===== src/ocs_pkg.sv =====
package ocs_pkg;
    // register map, channel n at ADDR_CH0 + 4*n (0,1 relays; 2,3 digital outputs)
    localparam logic [7:0] ADDR_CH0 = 8'h00;
    localparam logic [7:0] ADDR_CTRL = 8'h10;
    localparam logic [7:0] ADDR_STAT = 8'h14;
    localparam int NUM_CH = 4;
    // channel word fields
    localparam int SEL_LSB = 0;
    localparam int SEL_W = 5;
    localparam int LVL_LSB = 8;
    localparam int LVL_W = 14;
    localparam int FRC_LSB = 24;
    localparam int FRC_W = 4;
    // control word fields
    localparam int POL_LSB = 0;
    localparam int BIP_BIT = 2;
    localparam int VLOSS_BIT = 3;
    localparam int MALOSS_BIT = 4;
    localparam int RST_LSB = 8;
    localparam int RST_W = 8;
    localparam int SS_LSB = 16;
    localparam int SS_W = 3;
    localparam logic [31:0] CH_WMASK = 32'h0f3fff1f;
    localparam logic [31:0] CTRL_WMASK = 32'h01ffff1f;
    // reset values
    localparam logic [31:0] CH_RST [0:3] = '{32'h0000_0000, 32'h0000_0002, 32'h0000_0002, 32'h0000_0002};
    localparam logic [31:0] CTRL_RST = 32'h0000_0000;
    localparam logic [3:0] FRAC_MAX = 4'h9;
    localparam logic [13:0] LVL_MAX = 14'h270f;
    localparam logic [16:0] LVL_SCALE = 17'h0000a;
    // condition codes
    localparam logic [4:0] C_READY = 5'h00;
    localparam logic [4:0] C_SPEED = 5'h01;
    localparam logic [4:0] C_POWERED = 5'h02;
    localparam logic [4:0] C_REVERSE = 5'h03;
    localparam logic [4:0] C_OVERLOAD = 5'h04;
    localparam logic [4:0] C_RAMP = 5'h05;
    localparam logic [4:0] C_FREQ = 5'h06;
    localparam logic [4:0] C_CURR = 5'h07;
    localparam logic [4:0] C_DCV = 5'h08;
    localparam logic [4:0] C_RETRY = 5'h09;
    localparam logic [4:0] C_ANV = 5'h0a;
    localparam logic [4:0] C_PFA = 5'h0b;
    localparam logic [4:0] C_LOSS = 5'h0c;
    localparam logic [4:0] C_DIRECT = 5'h0d;
    localparam logic [4:0] C_NONREC = 5'h0e;
    localparam logic [4:0] C_BRAKE = 5'h0f;
    localparam logic [4:0] C_THERM = 5'h10;
    localparam logic [4:0] C_OVERHEAT = 5'h11;
    localparam logic [4:0] C_LOCAL = 5'h12;
    localparam logic [4:0] C_COMM = 5'h13;
    localparam logic [4:0] C_LOGIC1 = 5'h14;
    localparam logic [4:0] NUM_COND = 5'h15;
    localparam logic [20:0] DELAY_MASK = 21'h000df0;
    // timing: 100 ms on/off delay at 100 MHz
    localparam int DELAY_MS = 100;
    localparam int CLK_KHZ = 100000;
    localparam int DELAY_CYC_DEF = DELAY_MS * CLK_KHZ;
    localparam int CNT_W = 24;
    // thresholds in tenths of their unit
    localparam logic [16:0] AT_ABOVE = 17'h00005;
    localparam logic [16:0] AT_BELOW = 17'h0000a;
    localparam logic [15:0] LOSS_MA_ON = 16'h0014;
    localparam logic [15:0] LOSS_MA_OFF = 16'h001e;
    localparam logic [15:0] LOSS_V_ON = 16'h000a;
    localparam logic [15:0] LOSS_V_OFF = 16'h000f;
    localparam logic [16:0] TEMP_MARGIN = 17'h00032;
    localparam logic [2:0] KEYPAD_SRC = 3'h0;
    localparam logic [1:0] RESP_OKAY = 2'h0;
    localparam logic [1:0] RESP_SLVERR = 2'h2;
    typedef enum logic {WS_COLLECT, WS_RESP} ocs_wstate_t;
endpackage


===== src/ocs_chan_if.sv =====
`timescale 1ns/10ps
interface ocs_chan_if;
    logic [4:0] sel;
    logic [13:0] lvl;
    logic [3:0] frac;
    logic [20:0] flags;
    logic [15:0] freq;
    logic [15:0] curr;
    logic [15:0] dcv;
    logic [15:0] anv;
    logic [15:0] pfa;
    logic [15:0] therm;
    logic bipolar;
    logic temp_near;
    logic state;
    modport ctrl (output sel, lvl, frac, flags, freq, curr, dcv, anv, pfa, therm, bipolar, temp_near,
        input state);
    modport chan (input sel, lvl, frac, flags, freq, curr, dcv, anv, pfa, therm, bipolar, temp_near,
        output state);
endinterface


===== src/ocs_top.sv =====
`timescale 1ns/10ps
// Notes on behaviour
// RULE_01 - polarity 0..3: bit0 inverts digital output one, bit1 digital output two
// RULE_02 - level fraction 0.0..0.9 in tenths is added to the integer level
// RULE_03 - ready selection: on with power and ready, off on power loss or fault
// RULE_04 - speed reached: on at commanded frequency, band 0.5 Hz above, 1.0 Hz below
// RULE_05 - code 2 follows motor powered, no delay
// RULE_06 - code 3 follows reverse command, no delay
// RULE_07 - code 4 follows motor overload with 100 ms on and off delay
// RULE_08 - code 5 follows ramp regulator active with 100 ms delay
// RULE_09 - code 6: output frequency above level, 100 ms delay
// RULE_10 - code 7: output current percent above level, 100 ms delay
// RULE_11 - code 8: dc bus voltage above level, 100 ms delay
// RULE_12 - code 9: restart attempts exceeded, no delay
// RULE_13 - code 10: unipolar voltage input above level, 100 ms; unused when bipolar
// RULE_14 - power factor angle above level, 100 ms delay
// RULE_15 - code 12: input loss on at 2 mA or 1 V, off at 3 mA or 1.5 V
// RULE_16 - code 13: level zero turns off, one or more turns on
// RULE_17 - code 14: retries exceeded, restart disabled, or unrecoverable trip
// RULE_18 - code 15 follows brake coil control
// RULE_19 - thermal counter above level, or drive within 5 C of trip point
// RULE_20 - code 17 follows control module overheat
// RULE_21 - local active: any start source selects keypad
// RULE_22 - code 20 follows logic input one
// RULE_23 - each relay has its own selector and level, evaluated separately
module ocs_top
    import ocs_pkg::*;
#(
    parameter int unsigned DELAY_CYC = DELAY_CYC_DEF
) (
    // clock, reset, enable
    input wire logic aclk,
    input wire logic aresetn,
    input wire logic ce,
    // axi4-lite write address
    input wire logic [7:0] awaddr,
    input wire logic awvalid,
    output logic awready,
    // axi4-lite write data
    input wire logic [31:0] wdata,
    input wire logic [3:0] wstrb,
    input wire logic wvalid,
    output logic wready,
    // axi4-lite write response
    output logic [1:0] bresp,
    output logic bvalid,
    input wire logic bready,
    // axi4-lite read address
    input wire logic [7:0] araddr,
    input wire logic arvalid,
    output logic arready,
    // axi4-lite read data
    output logic [31:0] rdata,
    output logic [1:0] rresp,
    output logic rvalid,
    input wire logic rready,
    // drive status flags
    input wire logic power_ok,
    input wire logic drive_ready,
    input wire logic fault_active,
    input wire logic motor_powered,
    input wire logic reverse_cmd,
    input wire logic overload_active,
    input wire logic ramp_reg_active,
    input wire logic restart_exceeded,
    input wire logic unrecoverable_trip,
    input wire logic brake_coil_control,
    input wire logic control_module_overheat,
    input wire logic comm_loss,
    input wire logic logic_in1,
    // measured values, tenths of their unit
    input wire logic [15:0] out_freq,
    input wire logic [15:0] cmd_freq,
    input wire logic [15:0] out_current,
    input wire logic [15:0] dc_bus_volts,
    input wire logic [15:0] analog_v,
    input wire logic [15:0] analog_v_mag,
    input wire logic [15:0] analog_ma,
    input wire logic [15:0] pf_angle,
    input wire logic [15:0] thermal_count,
    input wire logic [15:0] drive_temp,
    input wire logic [15:0] trip_temp,
    // outputs
    output logic relay1_out,
    output logic relay2_out,
    output logic digital_out1,
    output logic digital_out2
);
    function automatic logic [31:0] ocs_merge(input logic [31:0] old, input logic [31:0] wd,
        input logic [3:0] strb, input logic [31:0] mask);
        logic [31:0] res;
        res = old;
        for (int b = 0; b < 4; b++) begin
            if (strb[b]) begin
                res[8*b +: 8] = wd[8*b +: 8];
            end
        end
        return res & mask;
    endfunction

    logic [31:0] ch_q [0:3];
    logic [31:0] ctrl_q;
    logic [NUM_CH-1:0] st;
    logic [3:0] out_q;
    logic [3:0] out_d;
    logic at_freq_q;
    logic at_freq_d;
    logic loss_q;
    logic loss_d;

    // write channel state
    ocs_wstate_t ws_q;
    logic awready_q;
    logic wready_q;
    logic aw_have_q;
    logic w_have_q;
    logic [7:0] aw_addr_q;
    logic [31:0] w_data_q;
    logic [3:0] w_strb_q;
    logic bvalid_q;
    logic [1:0] bresp_q;
    // read channel state
    logic arready_q;
    logic rvalid_q;
    logic [31:0] rdata_q;
    logic [1:0] rresp_q;

    // bus decode
    logic aw_hs;
    logic w_hs;
    logic ar_hs;
    logic got_aw;
    logic got_w;
    logic wr_en;
    logic [7:0] wr_addr;
    logic [31:0] wr_data;
    logic [3:0] wr_strb;
    logic [5:0] wr_idx;
    logic wr_hit;
    logic wr_ctrl;
    logic [5:0] rd_idx;
    logic rd_hit;
    logic rd_ch;
    logic [31:0] rd_word;
    logic [31:0] stat_w;
    logic [31:0] ctrl_mrg;

    assign aw_hs = awvalid && awready_q;
    assign w_hs = wvalid && wready_q;
    assign ar_hs = arvalid && arready_q;
    assign got_aw = aw_hs || aw_have_q;
    assign got_w = w_hs || w_have_q;
    assign wr_en = (ws_q == WS_COLLECT) && got_aw && got_w;
    assign wr_addr = aw_have_q ? aw_addr_q : awaddr;
    assign wr_data = w_have_q ? w_data_q : wdata;
    assign wr_strb = w_have_q ? w_strb_q : wstrb;
    assign wr_idx = wr_addr[7:2];
    assign wr_hit = wr_idx <= ADDR_STAT[7:2];
    assign wr_ctrl = wr_en && (wr_idx == ADDR_CTRL[7:2]);
    assign ctrl_mrg = ocs_merge(ctrl_q, wr_data, wr_strb, CTRL_WMASK);
    assign rd_idx = araddr[7:2];
    assign rd_hit = rd_idx <= ADDR_STAT[7:2];
    assign rd_ch = rd_idx < ADDR_CTRL[7:2];
    assign rd_word = rd_ch ? ch_q[rd_idx[1:0]] :
        (rd_idx == ADDR_CTRL[7:2]) ? ctrl_q :
        (rd_idx == ADDR_STAT[7:2]) ? stat_w : 32'h0000_0000;

    always_ff @(posedge aclk) begin
        if (!aresetn) begin
            ws_q <= WS_COLLECT;
            awready_q <= 1'b0;
            wready_q <= 1'b0;
            aw_have_q <= 1'b0;
            w_have_q <= 1'b0;
            aw_addr_q <= 8'h00;
            w_data_q <= 32'h0000_0000;
            w_strb_q <= 4'h0;
            bvalid_q <= 1'b0;
            bresp_q <= RESP_OKAY;
        end else if (ce) begin
            case (ws_q)
                WS_COLLECT: begin
                    awready_q <= !got_aw;
                    wready_q <= !got_w;
                    aw_have_q <= got_aw && !wr_en;
                    w_have_q <= got_w && !wr_en;
                    if (aw_hs) begin
                        aw_addr_q <= awaddr;
                    end
                    if (w_hs) begin
                        w_data_q <= wdata;
                        w_strb_q <= wstrb;
                    end
                    if (wr_en) begin
                        ws_q <= WS_RESP;
                        bvalid_q <= 1'b1;
                        bresp_q <= wr_hit ? RESP_OKAY : RESP_SLVERR;
                    end
                end
                WS_RESP: begin
                    awready_q <= bready;
                    wready_q <= bready;
                    if (bready) begin
                        bvalid_q <= 1'b0;
                        ws_q <= WS_COLLECT;
                    end
                end
                default: ws_q <= WS_COLLECT;
            endcase
        end
    end

    always_ff @(posedge aclk) begin
        if (!aresetn) begin
            arready_q <= 1'b0;
            rvalid_q <= 1'b0;
            rdata_q <= 32'h0000_0000;
            rresp_q <= RESP_OKAY;
        end else if (ce) begin
            arready_q <= rvalid_q ? rready : !ar_hs;
            if (ar_hs) begin
                rvalid_q <= 1'b1;
                rdata_q <= rd_word;
                rresp_q <= rd_hit ? RESP_OKAY : RESP_SLVERR;
            end else if (rready) begin
                rvalid_q <= 1'b0;
            end
        end
    end

    always_ff @(posedge aclk) begin
        if (!aresetn) begin
            ctrl_q <= CTRL_RST;
        end else if (ce && wr_ctrl) begin
            ctrl_q <= ctrl_mrg;
        end
    end

    // shared conditions
    logic [16:0] fx;
    logic [16:0] cx;
    logic at_on;
    logic at_off;
    logic loss_set;
    logic loss_clr;
    logic temp_near;
    logic local_act;
    logic nonrec;
    logic ready_cond;
    logic [20:0] flags;

    assign fx = {1'b0, out_freq};
    assign cx = {1'b0, cmd_freq};
    assign at_on = (fx >= cx) && (fx <= cx + AT_ABOVE); // RULE_04
    assign at_off = (fx + AT_BELOW < cx) || (fx > cx + AT_ABOVE); // RULE_04
    assign at_freq_d = at_freq_q ? !at_off : at_on;
    assign loss_set = (ctrl_q[VLOSS_BIT] && (analog_v_mag <= LOSS_V_ON))
        || (ctrl_q[MALOSS_BIT] && (analog_ma <= LOSS_MA_ON)); // RULE_15
    assign loss_clr = !(ctrl_q[VLOSS_BIT] && (analog_v_mag < LOSS_V_OFF))
        && !(ctrl_q[MALOSS_BIT] && (analog_ma < LOSS_MA_OFF)); // RULE_15
    assign loss_d = loss_q ? !loss_clr : loss_set;
    assign temp_near = {1'b0, drive_temp} + TEMP_MARGIN >= {1'b0, trip_temp}; // RULE_19
    assign local_act = (ctrl_q[SS_LSB +: SS_W] == KEYPAD_SRC)
        || (ctrl_q[SS_LSB + SS_W +: SS_W] == KEYPAD_SRC)
        || (ctrl_q[SS_LSB + 2 * SS_W +: SS_W] == KEYPAD_SRC); // RULE_21
    assign nonrec = restart_exceeded || (ctrl_q[RST_LSB +: RST_W] == 8'h00) || unrecoverable_trip; // RULE_17
    assign ready_cond = power_ok && drive_ready && !fault_active; // RULE_03
    assign stat_w = {24'h000000, local_act, nonrec, loss_q, at_freq_q, out_q};

    always_comb begin
        flags = '0;
        flags[C_READY] = ready_cond; // RULE_03
        flags[C_SPEED] = at_freq_q; // RULE_04
        flags[C_POWERED] = motor_powered; // RULE_05
        flags[C_REVERSE] = reverse_cmd; // RULE_06
        flags[C_OVERLOAD] = overload_active; // RULE_07
        flags[C_RAMP] = ramp_reg_active; // RULE_08
        flags[C_RETRY] = restart_exceeded; // RULE_12
        flags[C_LOSS] = loss_q; // RULE_15
        flags[C_NONREC] = nonrec; // RULE_17
        flags[C_BRAKE] = brake_coil_control; // RULE_18
        flags[C_OVERHEAT] = control_module_overheat; // RULE_20
        flags[C_LOCAL] = local_act; // RULE_21
        flags[C_COMM] = comm_loss;
        flags[C_LOGIC1] = logic_in1; // RULE_22
    end

    always_ff @(posedge aclk) begin
        if (!aresetn) begin
            at_freq_q <= 1'b0;
            loss_q <= 1'b0;
            out_q <= 4'h0;
        end else if (ce) begin
            at_freq_q <= at_freq_d;
            loss_q <= loss_d;
            out_q <= out_d;
        end
    end

    // normally closed polarity inverts the digital outputs only
    assign out_d = {st[3] ^ ctrl_q[POL_LSB + 1], st[2] ^ ctrl_q[POL_LSB], st[1], st[0]}; // RULE_01

    // one evaluator per relay and digital output
    for (genvar i = 0; i < NUM_CH; i++) begin : g_ch
        logic [31:0] mrg;
        logic [31:0] ch_d;
        ocs_chan_if chif ();

        assign mrg = ocs_merge(ch_q[i], wr_data, wr_strb, CH_WMASK);
        always_comb begin
            ch_d = mrg;
            if (mrg[FRC_LSB +: FRC_W] > FRAC_MAX) begin
                ch_d[FRC_LSB +: FRC_W] = FRAC_MAX; // RULE_02
            end
            if (mrg[LVL_LSB +: LVL_W] > LVL_MAX) begin
                ch_d[LVL_LSB +: LVL_W] = LVL_MAX;
            end
        end

        always_ff @(posedge aclk) begin
            if (!aresetn) begin
                ch_q[i] <= CH_RST[i];
            end else if (ce && wr_en && (wr_idx == 6'(i))) begin
                ch_q[i] <= ch_d; // RULE_23
            end
        end

        assign chif.sel = ch_q[i][SEL_LSB +: SEL_W];
        assign chif.lvl = ch_q[i][LVL_LSB +: LVL_W];
        assign chif.frac = ch_q[i][FRC_LSB +: FRC_W];
        assign chif.flags = flags;
        assign chif.freq = out_freq;
        assign chif.curr = out_current;
        assign chif.dcv = dc_bus_volts;
        assign chif.anv = analog_v;
        assign chif.pfa = pf_angle;
        assign chif.therm = thermal_count;
        assign chif.bipolar = ctrl_q[BIP_BIT]; // RULE_13
        assign chif.temp_near = temp_near;
        assign st[i] = chif.state;

        ocs_chan #(
            .DELAY_CYC(DELAY_CYC)
        ) u_chan (
            .aclk(aclk),
            .aresetn(aresetn),
            .ce(ce),
            .ch(chif)
        );
    end

    assign awready = awready_q;
    assign wready = wready_q;
    assign bvalid = bvalid_q;
    assign bresp = bresp_q;
    assign arready = arready_q;
    assign rvalid = rvalid_q;
    assign rdata = rdata_q;
    assign rresp = rresp_q;
    assign relay1_out = out_q[0];
    assign relay2_out = out_q[1];
    assign digital_out1 = out_q[2];
    assign digital_out2 = out_q[3];
endmodule


===== src/ocs_chan.sv =====
`timescale 1ns/10ps
module ocs_chan
    import ocs_pkg::*;
#(
    parameter int unsigned DELAY_CYC = DELAY_CYC_DEF
) (
    // clock, reset, enable
    input wire logic aclk,
    input wire logic aresetn,
    input wire logic ce,
    // channel carrier
    ocs_chan_if.chan ch
);
    logic [16:0] cmp;
    logic known;
    logic delayed;
    logic expire;
    logic raw;
    logic st_q;
    logic st_d;
    logic [CNT_W-1:0] cnt_q;
    logic [CNT_W-1:0] cnt_d;

    // level in tenths: integer part plus fraction
    assign cmp = 17'(ch.lvl) * LVL_SCALE + 17'(ch.frac); // RULE_02 RULE_23
    assign known = ch.sel < NUM_COND;
    assign delayed = known && DELAY_MASK[ch.sel];
    assign expire = cnt_q == CNT_W'(DELAY_CYC - 1);

    always_comb begin
        case (ch.sel)
            C_FREQ: raw = {1'b0, ch.freq} > cmp; // RULE_09
            C_CURR: raw = {1'b0, ch.curr} > cmp; // RULE_10
            C_DCV: raw = {1'b0, ch.dcv} > cmp; // RULE_11
            C_ANV: raw = !ch.bipolar && ({1'b0, ch.anv} > cmp); // RULE_13
            C_PFA: raw = {1'b0, ch.pfa} > cmp; // RULE_14
            C_DIRECT: raw = ch.lvl != '0; // RULE_16
            C_THERM: raw = ({1'b0, ch.therm} > cmp) || ch.temp_near; // RULE_19
            default: raw = known && ch.flags[ch.sel];
        endcase
    end

    // delayed codes flip only after a full delay of mismatch
    assign st_d = ((raw != st_q) && (!delayed || expire)) ? raw : st_q; // RULE_07 RULE_08
    assign cnt_d = ((raw == st_q) || !delayed || expire) ? '0 : cnt_q + 1'b1;

    always_ff @(posedge aclk) begin
        if (!aresetn) begin
            st_q <= 1'b0;
            cnt_q <= '0;
        end else if (ce) begin
            st_q <= st_d;
            cnt_q <= cnt_d;
        end
    end

    assign ch.state = st_q;
endmodule


===== config.mk =====
export PLATFORM = sky130hd
export DESIGN_NAME = ocs_top
export DESIGN_NICKNAME = d
export VERILOG_FILES = /design/src/ocs_pkg.sv /design/src/ocs_chan_if.sv /design/src/ocs_top.sv /design/src/ocs_chan.sv
export SDC_FILE = /design/constraint.sdc
export NUM_CORES = 2
export LEC_CHECK = 0
export ABC_AREA = 0
export BUFFER_PORTS_ARGS = -buffer_cell sky130_fd_sc_hd__buf_2
export CAP_MARGIN = 30
export CORE_MARGIN = 5
export CORE_UTILIZATION = 36
export CTS_CLUSTER_SIZE = 30
export DETAILED_ROUTE_END_ITERATION = 12
export SLEW_MARGIN = 15
export SYNTH_ARGS = -nofsm -noshare
export SYNTH_HDL_FRONTEND = slang
export SYNTH_SLANG_ARGS = --single-unit

===== constraint.sdc =====
create_clock -name aclk -period 17.7 [get_ports aclk]
set_clock_uncertainty 0.05 [all_clocks]
set_input_delay 3.54 -clock aclk [delete_from_list [all_inputs] [get_ports aclk]]
set_output_delay 3.54 -clock aclk [all_outputs]
set_load 0.05 [all_outputs]

; ---- Word level (Yosys, flattened, before mapping)
; Memories as Yosys holds them, arrays and structs flattened.
; Index checks and enable logic that the tools add are counted.
[word_totals]
ff_bits = 212
latchBits = 0
mem_bits_rw = 92
rom_bits = 128
input_bits = 249
out_inout_bits = 45
elab_cells = 339
n_memories = 5
[classes]
add_sub_neg = 11
mul = 4
n_div = 0
order_cmp = 52
n_eq_ne = 48
shifts = 0
mux = 82
bitwise = 7
n_reduce_logical = 101
[mem_list]
columns = name, depth, width, rd, rd_ports_with_merged_regs, write_ports, line_no
row1 = ch_q, 4, 23, 5, 0, 4, ocs_top.sv:101  ; logic [31:0] ch_q [0:3];
row2 = (no name shown), 32, 1, 1, 0, 0, ocs_chan.sv:27  ; assign delayed = known && DELAY_MASK[ch.sel];
row3 = (no name shown), 32, 1, 1, 0, 0, ocs_chan.sv:27
row4 = (no name shown), 32, 1, 1, 0, 0, ocs_chan.sv:27
row5 = (no name shown), 32, 1, 1, 0, 0, ocs_chan.sv:27
[ops]
columns = op, count
row1 = $gt 16x17->1, 25
row2 = $add 24x1->24 const B, 4
row3 = $eq 24x24->1 const B, 4
row4 = $mux 24, 4
row5 = $mux 23, 4
row6 = $eq 5x4->1 const B, 16
row7 = $add 17x4->17, 4
row8 = $mul 14x3->16 const B, 4
row9 = $gt 14x14->1 const B, 4
row10 = $mux 14, 4
row11 = $reduce_bool 14->1, 4
row12 = $mux 8, 6
row13 = $eq 5x3->1 const B, 8
row14 = $logic_and 1x1->1, 38
row15 = $mux 4, 9
row16 = $mux 32, 1
row17 = $mux 1, 30
row18 = $mux 28, 1
row19 = $pmux 1 s7, 4
row20 = $mux 25, 1
row21 = $logic_or 1x1->1, 24
row22 = $lt 5x6->1 const B, 4
row23 = $mux 6, 4
row24 = $reduce_and 2->1, 11
row25 = 35 further kinds, 87

; ---- Depth between registers and ports, before layout
[logic_depth]
ltp_word = 11
ltp_mapped = 26
depth_no_buf = 24

; ---- Hierarchy
; Synthesis repeated with hierarchy kept, for this count alone.
[hier_totals]
hier_cells = 3926
area_unflattened_um2 = 33916.3
[modules_own_cells]
columns = module, instances, cells_each, area_each_um2, seq_area_each_um2
row1 = ocs_top, 1, 1253, 11883.9, 4784.6
row2 = ocs_chan (g_ch[1].u_chan ...), 2, 720, 5845.6, 500.5
row3 = ocs_chan (g_ch[2].u_chan), 1, 627, 5261.3, 500.5
row4 = ocs_chan (g_ch[0].u_chan), 1, 606, 5079.9, 500.5

; ---- Least setup slack after synthesis
; No wires, ideal clock.
[synth_timing]
path_kind = input port to flip-flop
startpoint = in drive_temp[3]
endpoint = reg g_ch[3].u_chan.cnt_q[10]
setup_time_ns = 0.132
arrival_ns = 6.844
required_ns = 17.518
path_slack_ns = 10.674
stages = 18
path_cell_list = and3_1 > nor3_1 > nor3b_1 > nand2_1 > xnor2_1 > ha_1 > a21oi_1 > nor2b_1 > o21ai_0 > a21oi_1 > a211oi_1 > and3_1 > a221o_1 > o211ai_1 > or4_4 > a31oi_4 > buf_6 > nor3_1
[synth_between]
elab_chain_cells = 8
[synth_rtl]
columns = element, line_no
row1 = "start, declared", ocs_top.sv:81  ; input wire logic [15:0] drive_temp,
row2 = $add 16x6->17, ocs_top.sv:262  ; assign temp_near = {1'b0, drive_temp} + TEMP_MARGIN >= {1'b0, trip_temp};
row3 = $ge 17x16->1, ocs_top.sv:262
row4 = $logic_or 1x1->1, ocs_chan.sv:38  ; C_THERM: raw = ({1'b0, ch.therm} > cmp) || ch.temp_near;
row5 = $pmux 1 s7, ocs_chan.sv:31  ; case (ch.sel)
row6 = $eq 1x1->1, ocs_chan.sv:45  ; assign cnt_d = ((raw == st_q) || !delayed || expire) ? '0 : cnt_q + 1'b1;
row7 = $logic_or 1x1->1 (2 in a row), ocs_chan.sv:45
row8 = $mux 24, ocs_chan.sv:45
row9 = "end signal, assigned", ocs_chan.sv:53  ; cnt_q <= cnt_d;
row10 = "end, declared", ocs_chan.sv:21  ; logic [CNT_W-1:0] cnt_q;
; Every way passes these cells.
; A chain may end at the register's enable or synchronous reset.

==> results.ini <==
[clock_network]
cts_buffer_depth=3
postCtsSetupRepairBufs=0
root_buffer=clkbuf_16
cts_buffers=30
clock-sinks=293
cts_tree=done
htreeDepth=1
hold_buffers=0
cts_resized=0
worstSkewPairLatency_ns=0.61
clkTransAtPathRegs_ns=0.06

[place]
place_congestion=1.031
port-buffer-count=276
place_inst=5019
hpwlAfterDp_um=91490

[final_layout]
drive_gt1_share_pct=12.75
fin_nets=4660
syn2layout_area_growth_pct=13.00
nFillCells=8714
fin_cells=5088
final_core_util_pct=40.85

[run_status]
outcome=finished clean

[detailed_routing]
drt_wl_total_um=117200
ant_nets=0
vias=29870
drt_iter0_markers=2733
wl_per_cell_um=23.03
drcViolationCount=0
vias_per_cell=5.871
dr.pass1.iters=6

[sta]
fin_crit_sh_pct=44.41
tightest_slew_ns=1.100
holdWs_ns=0.4024
fin_setup_tns_ns=0
clock.fmax_ghz=0.1272
hold_viol_final=0
period_needed_ns=7.861
slew_headroom_pct=26.33
setup_violations=0
slew_viol_final=0
rsz0062_at_grt=no

[global_routing]
grt_max_degree=76
antenna_found_initial=11
grt_overflow_total=0
first_global_vias=27870
grt_usage_pct=24.49
grt_pass1_wl_um=173000

[floorplan]
die_w_um=302.0
ios=294
num_rows=107
die_y_um=302.0
start_util_pct=36.15
coreArea_um2=84880
dieArea_um2=91180

[logic_synthesis]
yosysMostFrequentCell=ha_1
synth-seq-area-share_pct=22.12
async_reset_ff_share_pct=0
synth-seq-cells=293
yosys.area.top_type=ha_1
synth_cell_type_count=100
synth_area_leaders=ha_1 20%, dfxtp_1 13%, edfxtp_1 9.0%, a21oi_1 4.2%, nor2_1 4.2%
yosysWarningCount=0
synth_enable_flop_cells=92
ys_top_cells_by_count=490 x ha_1, 344 x nor2_1, 288 x nand2_1, 258 x a21oi_1, 201 x dfxtp_1
synth_top_area_share_pct=19.98
syn_inst=3660
synth_flop_cell=dfxtp_1
syn_area_um2=30690
synth.avg_cell_area_um2=8.384

[job]
maxCapViolCount=0

[setup_path]
worstSetupPathType=register to register
cp-start-kind=register
endpoint_kind=register
crit_arrival_ns=8.22
worst-path-max-fanout=23
worstPathRequired_ns=18.06

[power]
p_total_mw=2.202
power.leakage_nw=14.19
peakVddDrop_mv=0.07294
p_per_area_nw_per_um2=63.49

[min_path]
min_path_type=register to register

## stage by stage
step | cell area [µm²] | setup WS [ns]
detailed placement | 33650 | 9.330
CTS | 34600 | 9.899
floorplan | 30700 | 10.67
finish | 34670 | 9.839
global placement | 33520 | 9.214
global route | 34660 | 9.556
## worst paths after layout
check	to	cells past startpoint	from	slack, ns
min reg2reg	rdata[22]	2	rdata[22]	0.40
max	g_ch[3].u_chan.cnt_q[23]	21	ch_q[3][9]	9.84
max reg2reg	g_ch[3].u_chan.cnt_q[23]	21	ch_q[3][9]	9.84
min	rdata[22]	2	rdata[22]	0.40
## flip-flops by register name, indices dropped and copies added (netlist names)
signal,count
g_ch.u_chan.cnt_q,96
ch_q,92
rdata,28
w_data_q,25
ctrl_q,22
aw_addr_q,6
g_ch.u_chan.ch.state,4
out_q,4
w_strb_q,4
arready,1
at_freq_q,1
aw_have_q,1
awready,1
bresp,1
bvalid,1
loss_q,1
rresp,1
rvalid,1
w_have_q,1
wready,1
ws_q,1
## power breakdown
part           total [mW]  internal (mW)  leakage, nW  switching (mW)
Sequential          0.736          0.707         2.56          0.0291
Clock               0.616          0.340        0.460           0.276
Combinational       0.849          0.323         11.2           0.526
Total                2.20           1.37         14.2           0.831
## logic make-up after synthesis
| group | after synthesis | share of synthesized area (%) |
|---|---|---|
| adders and majority gates | 530 | 21.55 |
| AOI/OAI and AO/OA | 926 | 19.82 |
| DFF | 293 | 22.12 |
| and+or+nand+nor | 1299 | 20.92 |
| buffers and inverters | 266 | 3.449 |
| muxes | 89 | 4.106 |
| other | 1 | 0.01222 |
| xor gates and xnor gates | 256 | 8.037 |
## area by class of cell
class                      count  area [µm²]  share of cell area, %
clock inverter                15       126.4                 0.3644
timing repair buffer         351        2003                  5.777
multi-input combinational   3106       22990                  66.31
sequential                   293        6788                  19.58
antenna                        8       20.02                0.05773
inverter                     131       494.2                  1.425
clock buffer                  40       818.3                  2.360
tap                         1144        1431                  4.128
## critical path, cell delays in order, from the launching register on
cell and delay [ns]:
edfxtp_1 0.54, ha_1 0.36, ha_1 0.31, a211oi_2 0.36, nor2_1 0.17, o221a_2 0.29
nor2_1 0.81, nand2_1 0.16, nor3_1 0.33, nand3b_1 0.13, xor2_1 0.76, ha_1 0.43
nand4_1 0.12, nor3_1 0.09, a211o_1 0.33, maj3_1 0.36, o311ai_0 0.49, o2111ai_1 0.20
o21ai_0 0.37, o31ai_1 0.20, a31oi_4 0.66, nor3_1 0.13
## cell usage in the layout, fill, tap and decap left out, drive strengths merged, types with 28 or more instances in the layout
cell / count
inv: 131
nor2b: 44
a31oi: 28
clkbuf: 41
nor4: 69
ha: 490
maj3: 32
and3: 34
nand2: 288
o211ai: 29
a211oi: 61
nand4: 95
mux4: 29
nand2b: 30
xnor2: 141
nand3: 135
nor2: 344
o21a: 55
a21oi: 258
mux2i: 55
buf: 350
nor3: 127
o21ai: 203
a211o: 29
dfxtp: 201
and2: 28
a21o: 53
xor2: 100
edfxtp: 92
## routing by layer
metal  up-vias  wire [µm]  global-route usage [%]
met5         -         41                       0
met4         6       7132                   11.73
met3       303       8022                   3.754
met2      1056      53210                   40.25
met1     14180      48750                   31.59
li1      14330          -                       -
Note: power is estimated with default switching activity, not from simulation.
